File: config.mk
export PLATFORM = sky130hd
export DESIGN_NAME = mar_regs
export DESIGN_NICKNAME = d
export VERILOG_FILES = /design/src/rtl/mar_pkg.sv /design/src/rtl/mar_limit_check.sv /design/src/rtl/mar_regs.sv
export VERILOG_INCLUDE_DIRS = /design/src /design/src/rtl
export SDC_FILE = /design/constraint.sdc
export NUM_CORES = 1
export LEC_CHECK = 0
export ABC_AREA = 1
export BUFFER_PORTS_ARGS = -buffer_cell sky130_fd_sc_hd__clkbuf_2
export CAP_MARGIN = 20
export CORE_ASPECT_RATIO = 1.25
export CORE_UTILIZATION = 41
export CTS_CLUSTER_DIAMETER = 80
export DETAILED_ROUTE_END_ITERATION = 8
export PLACE_DENSITY_LB_ADDON = 0.2
export SKIP_CTS_REPAIR_TIMING = 1
export SLEW_MARGIN = 5
export SYNTH_ARGS = -nofsm -noshare
export SYNTH_HDL_FRONTEND = slang
export SYNTH_SLANG_ARGS = --single-unit
File: constraint.sdc
create_clock -name clk -period 2.4 [get_ports clk]
set_clock_uncertainty 0.2 [all_clocks]
set_input_delay 0.36 -clock clk [delete_from_list [all_inputs] [get_ports clk]]
set_output_delay 0.36 -clock clk [all_outputs]
set_load 0.01 [all_outputs]
File: src/rtl/mar_map.svh
`ifndef MAR_MAP_SVH
`define MAR_MAP_SVH
// register indices; byte address is index times four
`define MAR_IDX_VOLT1_LIMITS 8'h1A
`define MAR_IDX_TEMP_LIMITS 8'h1B
`define MAR_IDX_CAM_RX_ALARM_EN 8'h1C
`define MAR_IDX_SENSOR_ALARM_EN 8'h1D
`define MAR_IDX_BC_ALARM_EN 8'h1E
`define MAR_IDX_LANE_POL_SEL 8'h20
`define MAR_IDX_LP_LANE_POL 8'h21
`define MAR_IDX_HSRX_DEBUG_EN 8'h22
// registers without a printed offset
`define MAR_IDX_SENSOR_CTRL 8'h40
`define MAR_IDX_VOLT1_PEAK 8'h41
`define MAR_IDX_VOLT1_TROUGH 8'h42
`define MAR_IDX_IRQ_STATUS 8'h43
`define MAR_IDX_IRQ_ENABLE 8'h44
`define MAR_IDX_IRQ_CLEAR 8'h45
`define MAR_IDX_READINGS 8'h46
// reset values
`define MAR_RST_VOLT1_LIMITS 8'h62
`define MAR_RST_TEMP_LIMITS 8'h62
`define MAR_RST_CAM_RX_ALARM_EN 8'h3F
`define MAR_RST_SENSOR_ALARM_EN 8'h00
`define MAR_RST_BC_ALARM_EN 8'h00
`define MAR_RST_LANE_POL_SEL 8'h00
`define MAR_RST_LP_LANE_POL 8'h00
`define MAR_RST_HSRX_DEBUG_EN 8'h00
`define MAR_RST_SENSOR_CTRL 8'h0C
// writable-bit masks for registers with read-only bits
`define MAR_MASK_LANE_POL_SEL 8'h1F
`define MAR_MASK_HSRX_DEBUG_EN 8'h7F
// field positions
`define MAR_UPPER_LSB 4
`define MAR_LOWER_LSB 0
`define MAR_SENSE_ENABLE_LSB 2
`define MAR_SENSE_PIN_LSB 0
// sensor status bits
`define MAR_ST_TEMP_HIGH 3
`define MAR_ST_TEMP_LOW 2
`define MAR_ST_VOLT1_HIGH 1
`define MAR_ST_VOLT1_LOW 0
`define MAR_SENSE_ON 2'h3
`endif

File: src/rtl/mar_pkg.sv
package mar_pkg;
  typedef logic [7:0] mar_byte_t;
  typedef logic [2:0] mar_level_t;
  typedef enum logic [1:0] {
    MAR_BUS_IDLE = 2'b00,
    MAR_BUS_DONE = 2'b01
  } mar_bus_e;
endpackage

File: src/rtl/mar_limit_check.sv
`timescale 1ns/1ns
// compares a 3-bit reading against upper and lower limits, registered
module mar_limit_check (
  input wire logic clk, // system clock
  input wire logic reset_n, // async reset, active low
  input wire logic active, // comparison allowed
  input wire logic sample, // new reading valid
  input wire logic [2:0] reading, // measured level
  input wire logic [2:0] upper, // upper limit
  input wire logic [2:0] lower, // lower limit
  output logic over, // pulse: reading above upper
  output logic under // pulse: reading below lower
);
  typedef struct packed {
    logic over;
    logic under;
  } mar_chk_s;
  mar_chk_s st;
  mar_chk_s next_st;

  // strict compares: a reading equal to a limit raises nothing
  always_comb begin
    next_st.over = active && sample && (reading > upper);
    next_st.under = active && sample && (reading < lower);
  end

  always_ff @(posedge clk or negedge reset_n) begin
    if (!reset_n) begin
      st <= '0;
    end else begin
      st <= next_st;
    end
  end

  assign over = st.over;
  assign under = st.under;
endmodule

File: src/rtl/mar_regs.sv
// The Avalon-MM slave port is this design's own decision.
`timescale 1ns/1ns
`include "mar_map.svh"
// Notes on behaviour
// (RQ1) volt1_upper_limit sits in bits 6:4 (reset 6) and a sensing pin-1 reading above it alarms.
// (RQ2) volt1_lower_limit sits in bits 2:0 (reset 2) and a sensing pin-1 reading below it alarms.
// (RQ3) the highest and lowest voltage-1 readings are kept and readable.
// (RQ4) temp_upper_limit sits in bits 6:4 (reset 6) and a higher enabled reading alarms.
// (RQ5) temp_lower_limit sits in bits 2:0 (reset 2) and a lower enabled reading alarms.
// (RQ6) missing frame, lane sync and lane control alarm enables are bits 5:3, set at reset.
// (RQ7) header ECC, payload checksum and length alarm enables are bits 2:0, set at reset.
// (RQ8) six sensor alarm enables in bits 5:0 are clear at reset.
// (RQ9) seven back-channel alarm enables in bits 6:0 are clear at reset.
// (RQ10) lane swap bits 3:0 exchange P/N of data lanes, bit 4 of the clock lane.
// (RQ11) low-power polarity inverts the clock lane by bit 4 and data lanes by bits 3:0.
// (RQ12) software keeps the debug high-speed receive enable at zero in normal use.
// (RQ13) the sense pin field picks none, pin 0, pin 1 or both; volt1 limits need pin 1.
// (RQ14) the sensor enable field must read 11 for any limit comparison.
// (RQ15) a disabled alarm is kept off the combined alarm while detection continues.
// (RQ16) read-only reserved bits read 0; read/write reserved bits just store.
module mar_regs
  import mar_pkg::*;
(
  input wire logic clk, // 20 MHz system clock
  input wire logic reset_n, // async reset, active low
  input wire logic [9:0] avs_address, // byte address
  input wire logic avs_read, // read request
  input wire logic avs_write, // write request
  input wire logic [31:0] avs_writedata, // write data
  input wire logic [3:0] avs_byteenable, // byte lanes
  output logic [31:0] avs_readdata, // read data
  output logic avs_waitrequest, // stall
  output logic [1:0] avs_response, // 00 okay, 10 slave error
  input wire logic sample_valid, // new sensor readings, system clock
  input wire logic [2:0] volt1_reading, // voltage sensor 1 level
  input wire logic [2:0] temp_reading, // temperature level
  input wire logic [5:0] camera_rx_events, // receive error pulses
  input wire logic [6:0] back_channel_events, // back channel pulses
  input wire logic [1:0] volt0_events, // voltage 0 over/under pulses
  output logic [4:0] hs_lane_swap, // clock lane 4, data lanes 3:0
  output logic [4:0] lp_lane_invert, // clock lane 4, data lanes 3:0
  output logic [6:0] hsrx_debug, // debug receive enables
  output logic [3:0] sensor_status, // sticky temp/volt1 hi/lo
  output logic alarm, // combined enabled alarm
  output logic irq // level interrupt
);
  import mar_pkg::*;

  localparam int NEV = 19; // 6 rx, 6 sensor, 7 back channel

  typedef struct packed {
    mar_bus_e bus;
    mar_byte_t v1_lim;
    mar_byte_t t_lim;
    mar_byte_t rx_en;
    mar_byte_t sn_en;
    mar_byte_t bc_en;
    mar_byte_t pol;
    mar_byte_t lp_pol;
    mar_byte_t hsrx;
    mar_byte_t ctrl;
    mar_level_t peak;
    mar_level_t trough;
    logic seen;
    logic [3:0] sstat;
    logic [NEV-1:0] istat;
    logic [NEV-1:0] ien;
    logic [31:0] rdata;
    logic [1:0] resp;
    logic alarm;
    logic irq;
    logic stall;
  } mar_regs_s;

  mar_regs_s st;
  mar_regs_s next_st;

  logic sensing;
  logic v1_active;
  logic volt1_over_alarm_en;
  logic volt1_under_alarm_en;
  logic t_over;
  logic t_under;

  // comparisons only run with both sensors enabled
  assign sensing = (st.ctrl[`MAR_SENSE_ENABLE_LSB +: 2] == `MAR_SENSE_ON); // RQ14
  // pin 1 selected in the pin field (10 or 11)
  assign v1_active = sensing && st.ctrl[`MAR_SENSE_PIN_LSB + 1]; // RQ13

  // same checker serves both sensors
  mar_limit_check u_volt1 (
    .clk(clk),
    .reset_n(reset_n),
    .active(v1_active),
    .sample(sample_valid),
    .reading(volt1_reading),
    .upper(st.v1_lim[`MAR_UPPER_LSB +: 3]),
    .lower(st.v1_lim[`MAR_LOWER_LSB +: 3]),
    .over(volt1_over_alarm_en),
    .under(volt1_under_alarm_en)
  );

  mar_limit_check u_temp (
    .clk(clk),
    .reset_n(reset_n),
    .active(sensing),
    .sample(sample_valid),
    .reading(temp_reading),
    .upper(st.t_lim[`MAR_UPPER_LSB +: 3]),
    .lower(st.t_lim[`MAR_LOWER_LSB +: 3]),
    .over(t_over),
    .under(t_under)
  );

  // event vector: [18:12] back channel, [11:6] sensor, [5:0] receive
  logic [NEV-1:0] events;
  logic [NEV-1:0] gates;
  assign events = {back_channel_events, t_over, t_under, volt1_over_alarm_en, volt1_under_alarm_en,
                   volt0_events, camera_rx_events};
  assign gates = {st.bc_en[6:0], st.sn_en[5:0], st.rx_en[5:0]};

  // one cycle of waitrequest, answer registered on the second cycle
  function automatic logic [7:0] merge(input logic [7:0] old, input logic [7:0] wd,
                                       input logic lane, input logic [7:0] keep);
    merge = lane ? (wd & keep) : old;
  endfunction

  always_comb begin
    logic [7:0] idx;
    logic wr;
    logic rd;
    logic hit;
    logic [31:0] rv;
    logic [NEV-1:0] clr;
    idx = avs_address[9:2];
    wr = 1'b0;
    rd = 1'b0;
    hit = 1'b1;
    rv = 32'h0000_0000;
    clr = '0;
    next_st = st;
    next_st.resp = 2'b00;
    case (st.bus)
      MAR_BUS_IDLE: begin
        if (avs_read || avs_write) begin
          next_st.bus = MAR_BUS_DONE;
          wr = avs_write;
          rd = avs_read;
        end
      end
      MAR_BUS_DONE: begin
        next_st.bus = MAR_BUS_IDLE;
      end
      default: begin
        next_st.bus = MAR_BUS_IDLE;
      end
    endcase
    // waitrequest kept in its own flop so the pin carries no decode glitch
    next_st.stall = (next_st.bus == MAR_BUS_IDLE);
    // read mux; reserved read-only bits come back zero
    case (idx)
      `MAR_IDX_VOLT1_LIMITS: rv[7:0] = st.v1_lim; // RQ1 RQ2
      `MAR_IDX_TEMP_LIMITS: rv[7:0] = st.t_lim; // RQ4 RQ5
      `MAR_IDX_CAM_RX_ALARM_EN: rv[7:0] = st.rx_en;
      `MAR_IDX_SENSOR_ALARM_EN: rv[7:0] = st.sn_en;
      `MAR_IDX_BC_ALARM_EN: rv[7:0] = st.bc_en;
      `MAR_IDX_LANE_POL_SEL: rv[7:0] = st.pol; // RQ16
      `MAR_IDX_LP_LANE_POL: rv[7:0] = st.lp_pol;
      `MAR_IDX_HSRX_DEBUG_EN: rv[7:0] = st.hsrx; // RQ12
      `MAR_IDX_SENSOR_CTRL: rv[7:0] = st.ctrl;
      `MAR_IDX_VOLT1_PEAK: rv[2:0] = st.peak; // RQ3
      `MAR_IDX_VOLT1_TROUGH: rv[2:0] = st.trough; // RQ3
      `MAR_IDX_IRQ_STATUS: rv[NEV-1:0] = st.istat;
      `MAR_IDX_IRQ_ENABLE: rv[NEV-1:0] = st.ien;
      `MAR_IDX_IRQ_CLEAR: rv = 32'h0000_0000;
      `MAR_IDX_READINGS: rv[7:0] = {1'b0, temp_reading, 1'b0, volt1_reading};
      default: hit = 1'b0;
    endcase
    if (rd) begin
      next_st.rdata = rv;
      next_st.resp = hit ? 2'b00 : 2'b10;
    end
    if (wr) begin
      next_st.resp = hit ? 2'b00 : 2'b10;
      case (idx)
        `MAR_IDX_VOLT1_LIMITS: next_st.v1_lim = merge(st.v1_lim, avs_writedata[7:0],
                                                      avs_byteenable[0], 8'hFF); // RQ1 RQ2
        `MAR_IDX_TEMP_LIMITS: next_st.t_lim = merge(st.t_lim, avs_writedata[7:0],
                                                    avs_byteenable[0], 8'hFF); // RQ4 RQ5
        `MAR_IDX_CAM_RX_ALARM_EN: next_st.rx_en = merge(st.rx_en, avs_writedata[7:0],
                                                        avs_byteenable[0], 8'hFF); // RQ6 RQ7
        `MAR_IDX_SENSOR_ALARM_EN: next_st.sn_en = merge(st.sn_en, avs_writedata[7:0],
                                                        avs_byteenable[0], 8'hFF); // RQ8
        `MAR_IDX_BC_ALARM_EN: next_st.bc_en = merge(st.bc_en, avs_writedata[7:0],
                                                    avs_byteenable[0], 8'hFF); // RQ9
        `MAR_IDX_LANE_POL_SEL: next_st.pol = merge(st.pol, avs_writedata[7:0],
                                                   avs_byteenable[0],
                                                   `MAR_MASK_LANE_POL_SEL); // RQ16
        `MAR_IDX_LP_LANE_POL: next_st.lp_pol = merge(st.lp_pol, avs_writedata[7:0],
                                                     avs_byteenable[0], 8'hFF); // RQ16
        `MAR_IDX_HSRX_DEBUG_EN: next_st.hsrx = merge(st.hsrx, avs_writedata[7:0],
                                                     avs_byteenable[0],
                                                     `MAR_MASK_HSRX_DEBUG_EN); // RQ16
        `MAR_IDX_SENSOR_CTRL: next_st.ctrl = merge(st.ctrl, avs_writedata[7:0],
                                                   avs_byteenable[0], 8'hFF);
        `MAR_IDX_IRQ_ENABLE: begin
          if (avs_byteenable[0]) next_st.ien[7:0] = avs_writedata[7:0];
          if (avs_byteenable[1]) next_st.ien[15:8] = avs_writedata[15:8];
          if (avs_byteenable[2]) next_st.ien[NEV-1:16] = avs_writedata[NEV-1:16];
        end
        `MAR_IDX_IRQ_CLEAR: begin
          clr = avs_writedata[NEV-1:0] & {{(NEV-16){avs_byteenable[2]}},
                {8{avs_byteenable[1]}}, {8{avs_byteenable[0]}}};
        end
        default: begin
        end
      endcase
    end
    // running extremes of voltage 1 while pin 1 is sensed; first sample seeds both
    if (v1_active && sample_valid) begin // RQ3
      next_st.seen = 1'b1;
      if (!st.seen || volt1_reading > st.peak) next_st.peak = volt1_reading;
      if (!st.seen || volt1_reading < st.trough) next_st.trough = volt1_reading;
    end
    // sensor status is sticky and cleared with the interrupt clear bits
    next_st.sstat[`MAR_ST_TEMP_HIGH] = t_over | (st.sstat[`MAR_ST_TEMP_HIGH] & ~clr[11]); // RQ4
    next_st.sstat[`MAR_ST_TEMP_LOW] = t_under | (st.sstat[`MAR_ST_TEMP_LOW] & ~clr[10]); // RQ5
    next_st.sstat[`MAR_ST_VOLT1_HIGH] = volt1_over_alarm_en | (st.sstat[`MAR_ST_VOLT1_HIGH] & ~clr[9]); // RQ1
    next_st.sstat[`MAR_ST_VOLT1_LOW] = volt1_under_alarm_en | (st.sstat[`MAR_ST_VOLT1_LOW] & ~clr[8]); // RQ2
    // detection always latches; set wins over a clear in the same cycle
    next_st.istat = events | (st.istat & ~clr); // RQ15
    // combined alarm only carries enabled conditions
    next_st.alarm = |(next_st.istat & gates); // RQ6 RQ7 RQ8 RQ9 RQ15
    next_st.irq = |(next_st.istat & next_st.ien);
  end

  always_ff @(posedge clk or negedge reset_n) begin
    if (!reset_n) begin
      st <= '0;
      st.bus <= MAR_BUS_IDLE;
      st.stall <= 1'b1;
      st.v1_lim <= `MAR_RST_VOLT1_LIMITS; // RQ1 RQ2
      st.t_lim <= `MAR_RST_TEMP_LIMITS; // RQ4 RQ5
      st.rx_en <= `MAR_RST_CAM_RX_ALARM_EN; // RQ6 RQ7
      st.sn_en <= `MAR_RST_SENSOR_ALARM_EN; // RQ8
      st.bc_en <= `MAR_RST_BC_ALARM_EN; // RQ9
      st.pol <= `MAR_RST_LANE_POL_SEL;
      st.lp_pol <= `MAR_RST_LP_LANE_POL;
      st.hsrx <= `MAR_RST_HSRX_DEBUG_EN;
      st.ctrl <= `MAR_RST_SENSOR_CTRL;
    end else begin
      st <= next_st;
    end
  end

  // outputs come straight from registers
  assign avs_readdata = st.rdata;
  assign avs_response = st.resp;
  assign avs_waitrequest = st.stall;
  assign hs_lane_swap = st.pol[4:0]; // RQ10
  assign lp_lane_invert = st.lp_pol[4:0]; // RQ11
  assign hsrx_debug = st.hsrx[6:0];
  assign sensor_status = st.sstat;
  assign alarm = st.alarm;
  assign irq = st.irq;
endmodule

==> qor_table.md <==
| Result | Reported |
|:---|:---|
| Capturing element type of the critical path | register |
| Maximum number of pins on one net before global-route repair | 49 |
| Full die area | 0.0192 mm² |
| Critical Path Start | st[158]$_DFF_PN0_ |
| Clock input transition at the sequential cells of the worst setup and hold paths | 0.06 ns |
| Cells traversed along the worst timing path | nor2_1 -> nand2_2 -> inv_2 -> nand2_1 -> o21ai_0 -> nand2_1 -> nand2_1 -> inv_1 -> nand2_1 -> nor2_1 -> nand2_1 |
| Number of flops mapped to enable cells by yosys | 0 |
| Reg power frac | 0.452 |
| Maximum fanout along the worst path | 13 |
| Detailed-placement wirelength estimate | 17600 µm |
| Worst r2r src | st[158]$_DFF_PN0_ |
| Pleak | 4.62 nW |
| Area of combinational cells with multiple inputs | 0.00311 mm² |
| Remaining antenna violation count | 0 |
| I/O Pins | 130 |
| Standard cell area after detailed placement | 0.00829 mm² |
| Critical path arrival | 2.35 ns |
| Clock latency reported for the late side of the worst-skew pair | 0.43 ns |
| Worst Setup Start Kind | register |
| Diodes inserted | 0 |
| Synth warn | 0 |
| # nets final | 1151 |
| Reg-to-Reg End | irq$_DFF_PN0_ |
| Required time at the endpoint of the critical path | 2.56 ns |
| Violated checks | negative hold slack |
| Routed Wire Length | 22900 µm |
| Run status | finished, violations left |
| Worst slew pin tran | 0.560 ns |
| FP Rows | 55 |
| Portion of total power attributed to combinational logic | 0.070 |
| Total DRC errors in the routed layout | 0 |
| Global-route wire length before repair | 35500 µm |
| Initial antenna violation count | 0 |
| Achievable Freq | 456 MHz |
| Share of synthesized registers carrying an async set or reset | 1.00 |
| Clk root buf | clkbuf_16 |
| Cell area power density | 627 mW/mm² |
| Post-route cell area | 0.00890 mm² |
| Initial Utilization | 0.421 |
| Slew Limit Fails | 0 |
| Final sum of negative setup slack | 0 ns |
| Highest-count cells in the layout ignoring fill and taps | 347 x nand2_1, 131 x dfrtp_1, 101 x inv_1, 98 x clkbuf_2, 83 x o21ai_0 |
| Worst hold path stage count | 3 |
| Minimum period implied by the final worst setup slack | 2.19 ns |
| Worst slew margin relative to its limit | 0.617 |
| Proportion of power drawn by the clock network | 0.478 |
| Unrepaired setup endpoints after global routing | no |
| Worst Hold Margin | -0.0205 ns |
| Num CTS Buffers | 17 |
| Library cell contributing the largest single delay on the critical path | dfrtp_1 |
| Final weighted congestion of routability-driven global placement | 0.935 |
| Netlist area before placement | 0.00765 mm² |
| Area fraction of the dominant cell type after synthesis | 0.429 |
| WS Path Type | reg2reg |
| Clock tree from TritonCTS | done |
| Critical path's largest stage delay | 0.37 ns |
| Most common cell type on the critical path | nand2_1 |
| Number of distinct library cell variants in the gate-level netlist after synthesis | 34 |
| Iter 0 DRT Violations | 422 |
| Area of the core | 0.0182 mm² |
| Chip Width | 124 µm |
| Total iterations of the first detailed-routing run | 5 |
| Synth-to-Final Area Change | 16.4% |
| Total congestion overflow after global routing | 0 |
| Flop2flop setup slack | 0.21 ns |
| Count of final hold-check violations | 2 |
| Hold WC Path Type | in2reg |
| Die boundary height | 155 µm |
| Library cell occupying the most area in the post-synthesis netlist | dfrtp_1 |
| Power spent charging and discharging nets | 1.36 mW |
| End point of the critical path | irq$_DFF_PN0_ |
| Post-synthesis area per instance | 7.87 µm² |
| Instance count of the mapped netlist | 972 |
| Hold path start | back_channel_events[4] |
| Most used flip-flop cell after synthesis | dfrtp_1 |
| Largest voltage drop on the vdd net | 0.509 mV |
| Share of post-route cells with drive strength above 1 | 0.194 |
| Net Sw Frac | 0.244 |
| Maxcap violations | 0 |
| Most common cell after layout, fill and taps aside | nand2_1 |
| GRT Overall Usage | 0.255 |
| Int Pwr | 4.22 mW |
| Worst reg-to-reg path cell count | 11 |
| CTS H-Tree Depth | 4 |
| Count of final setup violators | 0 |
| Average wire per cell in the routed design | 17.6 µm |
| Detailed-route via count | 6548 |
| Proportion of synthesized chip area in sequential cells | 0.480 |
| CTS Buffer Depth | 2 |
| Vias per cell | 5.02 |
| Biggest area contributors in the synthesized netlist | dfrtp_1 43%, nand2_1 17%, o21ai_0 5.4% |
| Fraction of the cycle the final worst path needs | 0.913 |
| Final-layout fill cell count | 1869 |
| Flip-flop and latch count after synthesis | 146 |
| Num Clock Sinks | 146 |
| Via count of the first global-routing pass | 6467 |
| Area taken by flip-flops and latches | 0.00367 mm² |
| Buffers added on ports | 99 |
==> synth_stat cells, drive strengths merged (3+ instances only) <==
master    n
dfstp    15
nand3    30
a211oi    3
dfrtp   131
a22o     11
nor3      9
nand2   353
a21o      4
nor2     68
inv     107
clkbuf    9
a21oi     8
ha       15
buf      69
o22ai    27
nand4    17
o21ai    89
==> layout make-up <==
type / instances / share of cell area
Inverter: 107 / 0.0451
Multi-Input combinational cell: 655 / 0.349
Clock buffer: 22 / 0.0522
Clock inverter: 10 / 0.0142
Tap cell: 228 / 0.0320
Sequential cell: 146 / 0.413
Timing Repair Buffer: 137 / 0.0946
==> power by group through the flow <==
stage | clock [mW] | combinational [mW] | sequential (mW)
floorplan | 0 | 0.196 | 2.56
global placement | 0 | 0.388 | 2.56
detailed placement | 0 | 0.390 | 2.57
CTS | 2.71 | 0.392 | 2.52
global route | 2.82 | 0.438 | 2.53
finish | 2.67 | 0.391 | 2.52
==> registers in the layout, summed over array words and instances (netlist names) <==
register         cells
st                  79
u_volt1.over         1
avs_readdata        19
sensor_status        4
lp_lane_invert       5
avs_response         1
avs_waitrequest      1
irq                  1
gates               19
u_temp.over          1
u_temp.under         1
alarm                1
hsrx_debug           7
u_volt1.under        1
hs_lane_swap         5
==> metrics by stage <==
stage,total power [mW],setup slack (ns),hold WS [ns],utilization,cells
2_1_floorplan,2.76,0.621,-0.136,-,986
5_1_grt,5.78,0.0193,0.00174,0.490,1305
3_5_place_dp,2.96,0.115,0.145,0.456,1271
4_1_cts,5.63,0.215,-0.310,0.489,1303
3_3_place_gp,2.95,0.163,0.144,0.456,1271
6_report,5.58,0.208,-0.0205,0.490,1305
==> worst min path at each step <==
| stage | end | slack, ns |
|---|---|---|
| finish | st[72]$_DFF_PN0_ | -0.02 |
| global route | st[72]$_DFF_PN0_ | 0.002 |
| CTS | u_temp.over$_DFF_PN0_ | -0.31 |
| detailed placement | sensor_status[3]$_DFF_PN0_ | 0.14 |
| global placement | sensor_status[3]$_DFF_PN0_ | 0.14 |
| floorplan | alarm$_DFF_PN0_ | -0.14 |
==> per-layer routing <==
metal,track usage,up-vias,part of all wire
met3,0.0387,58,0.047
met4,0.141,0,0.048
met2,0.433,198,0.50
li1,-,3235,-
met1,0.305,3057,0.41
met5,0,-,0
==> worst max-delay path: cells and delay by family, from the launching register on <==
| kind | cells | cell delay [ns] |
|---|---|---|
| and+or+nand+nor | 8 | 0.93 |
| DFF | 1 | 0.37 |
| AOI/OAI and AO/OA | 1 | 0.34 |
| buffers and inverters | 2 | 0.28 |
==> cell families (layout without fill, tap and decap cells) <==
group                    after synthesis  count (layout)  synth area share
AO/OA/AOI/OAI                        146             146             0.110
adder cells (fa/ha/maj)               15              15            0.0245
buffers and inverters                185             276             0.121
flip-flops                           146             146             0.480
other                                  1              15          0.000490
AND/OR/NAND/NOR                      479             479             0.264
No activity file was read; power rests on OpenSTA's default activity.
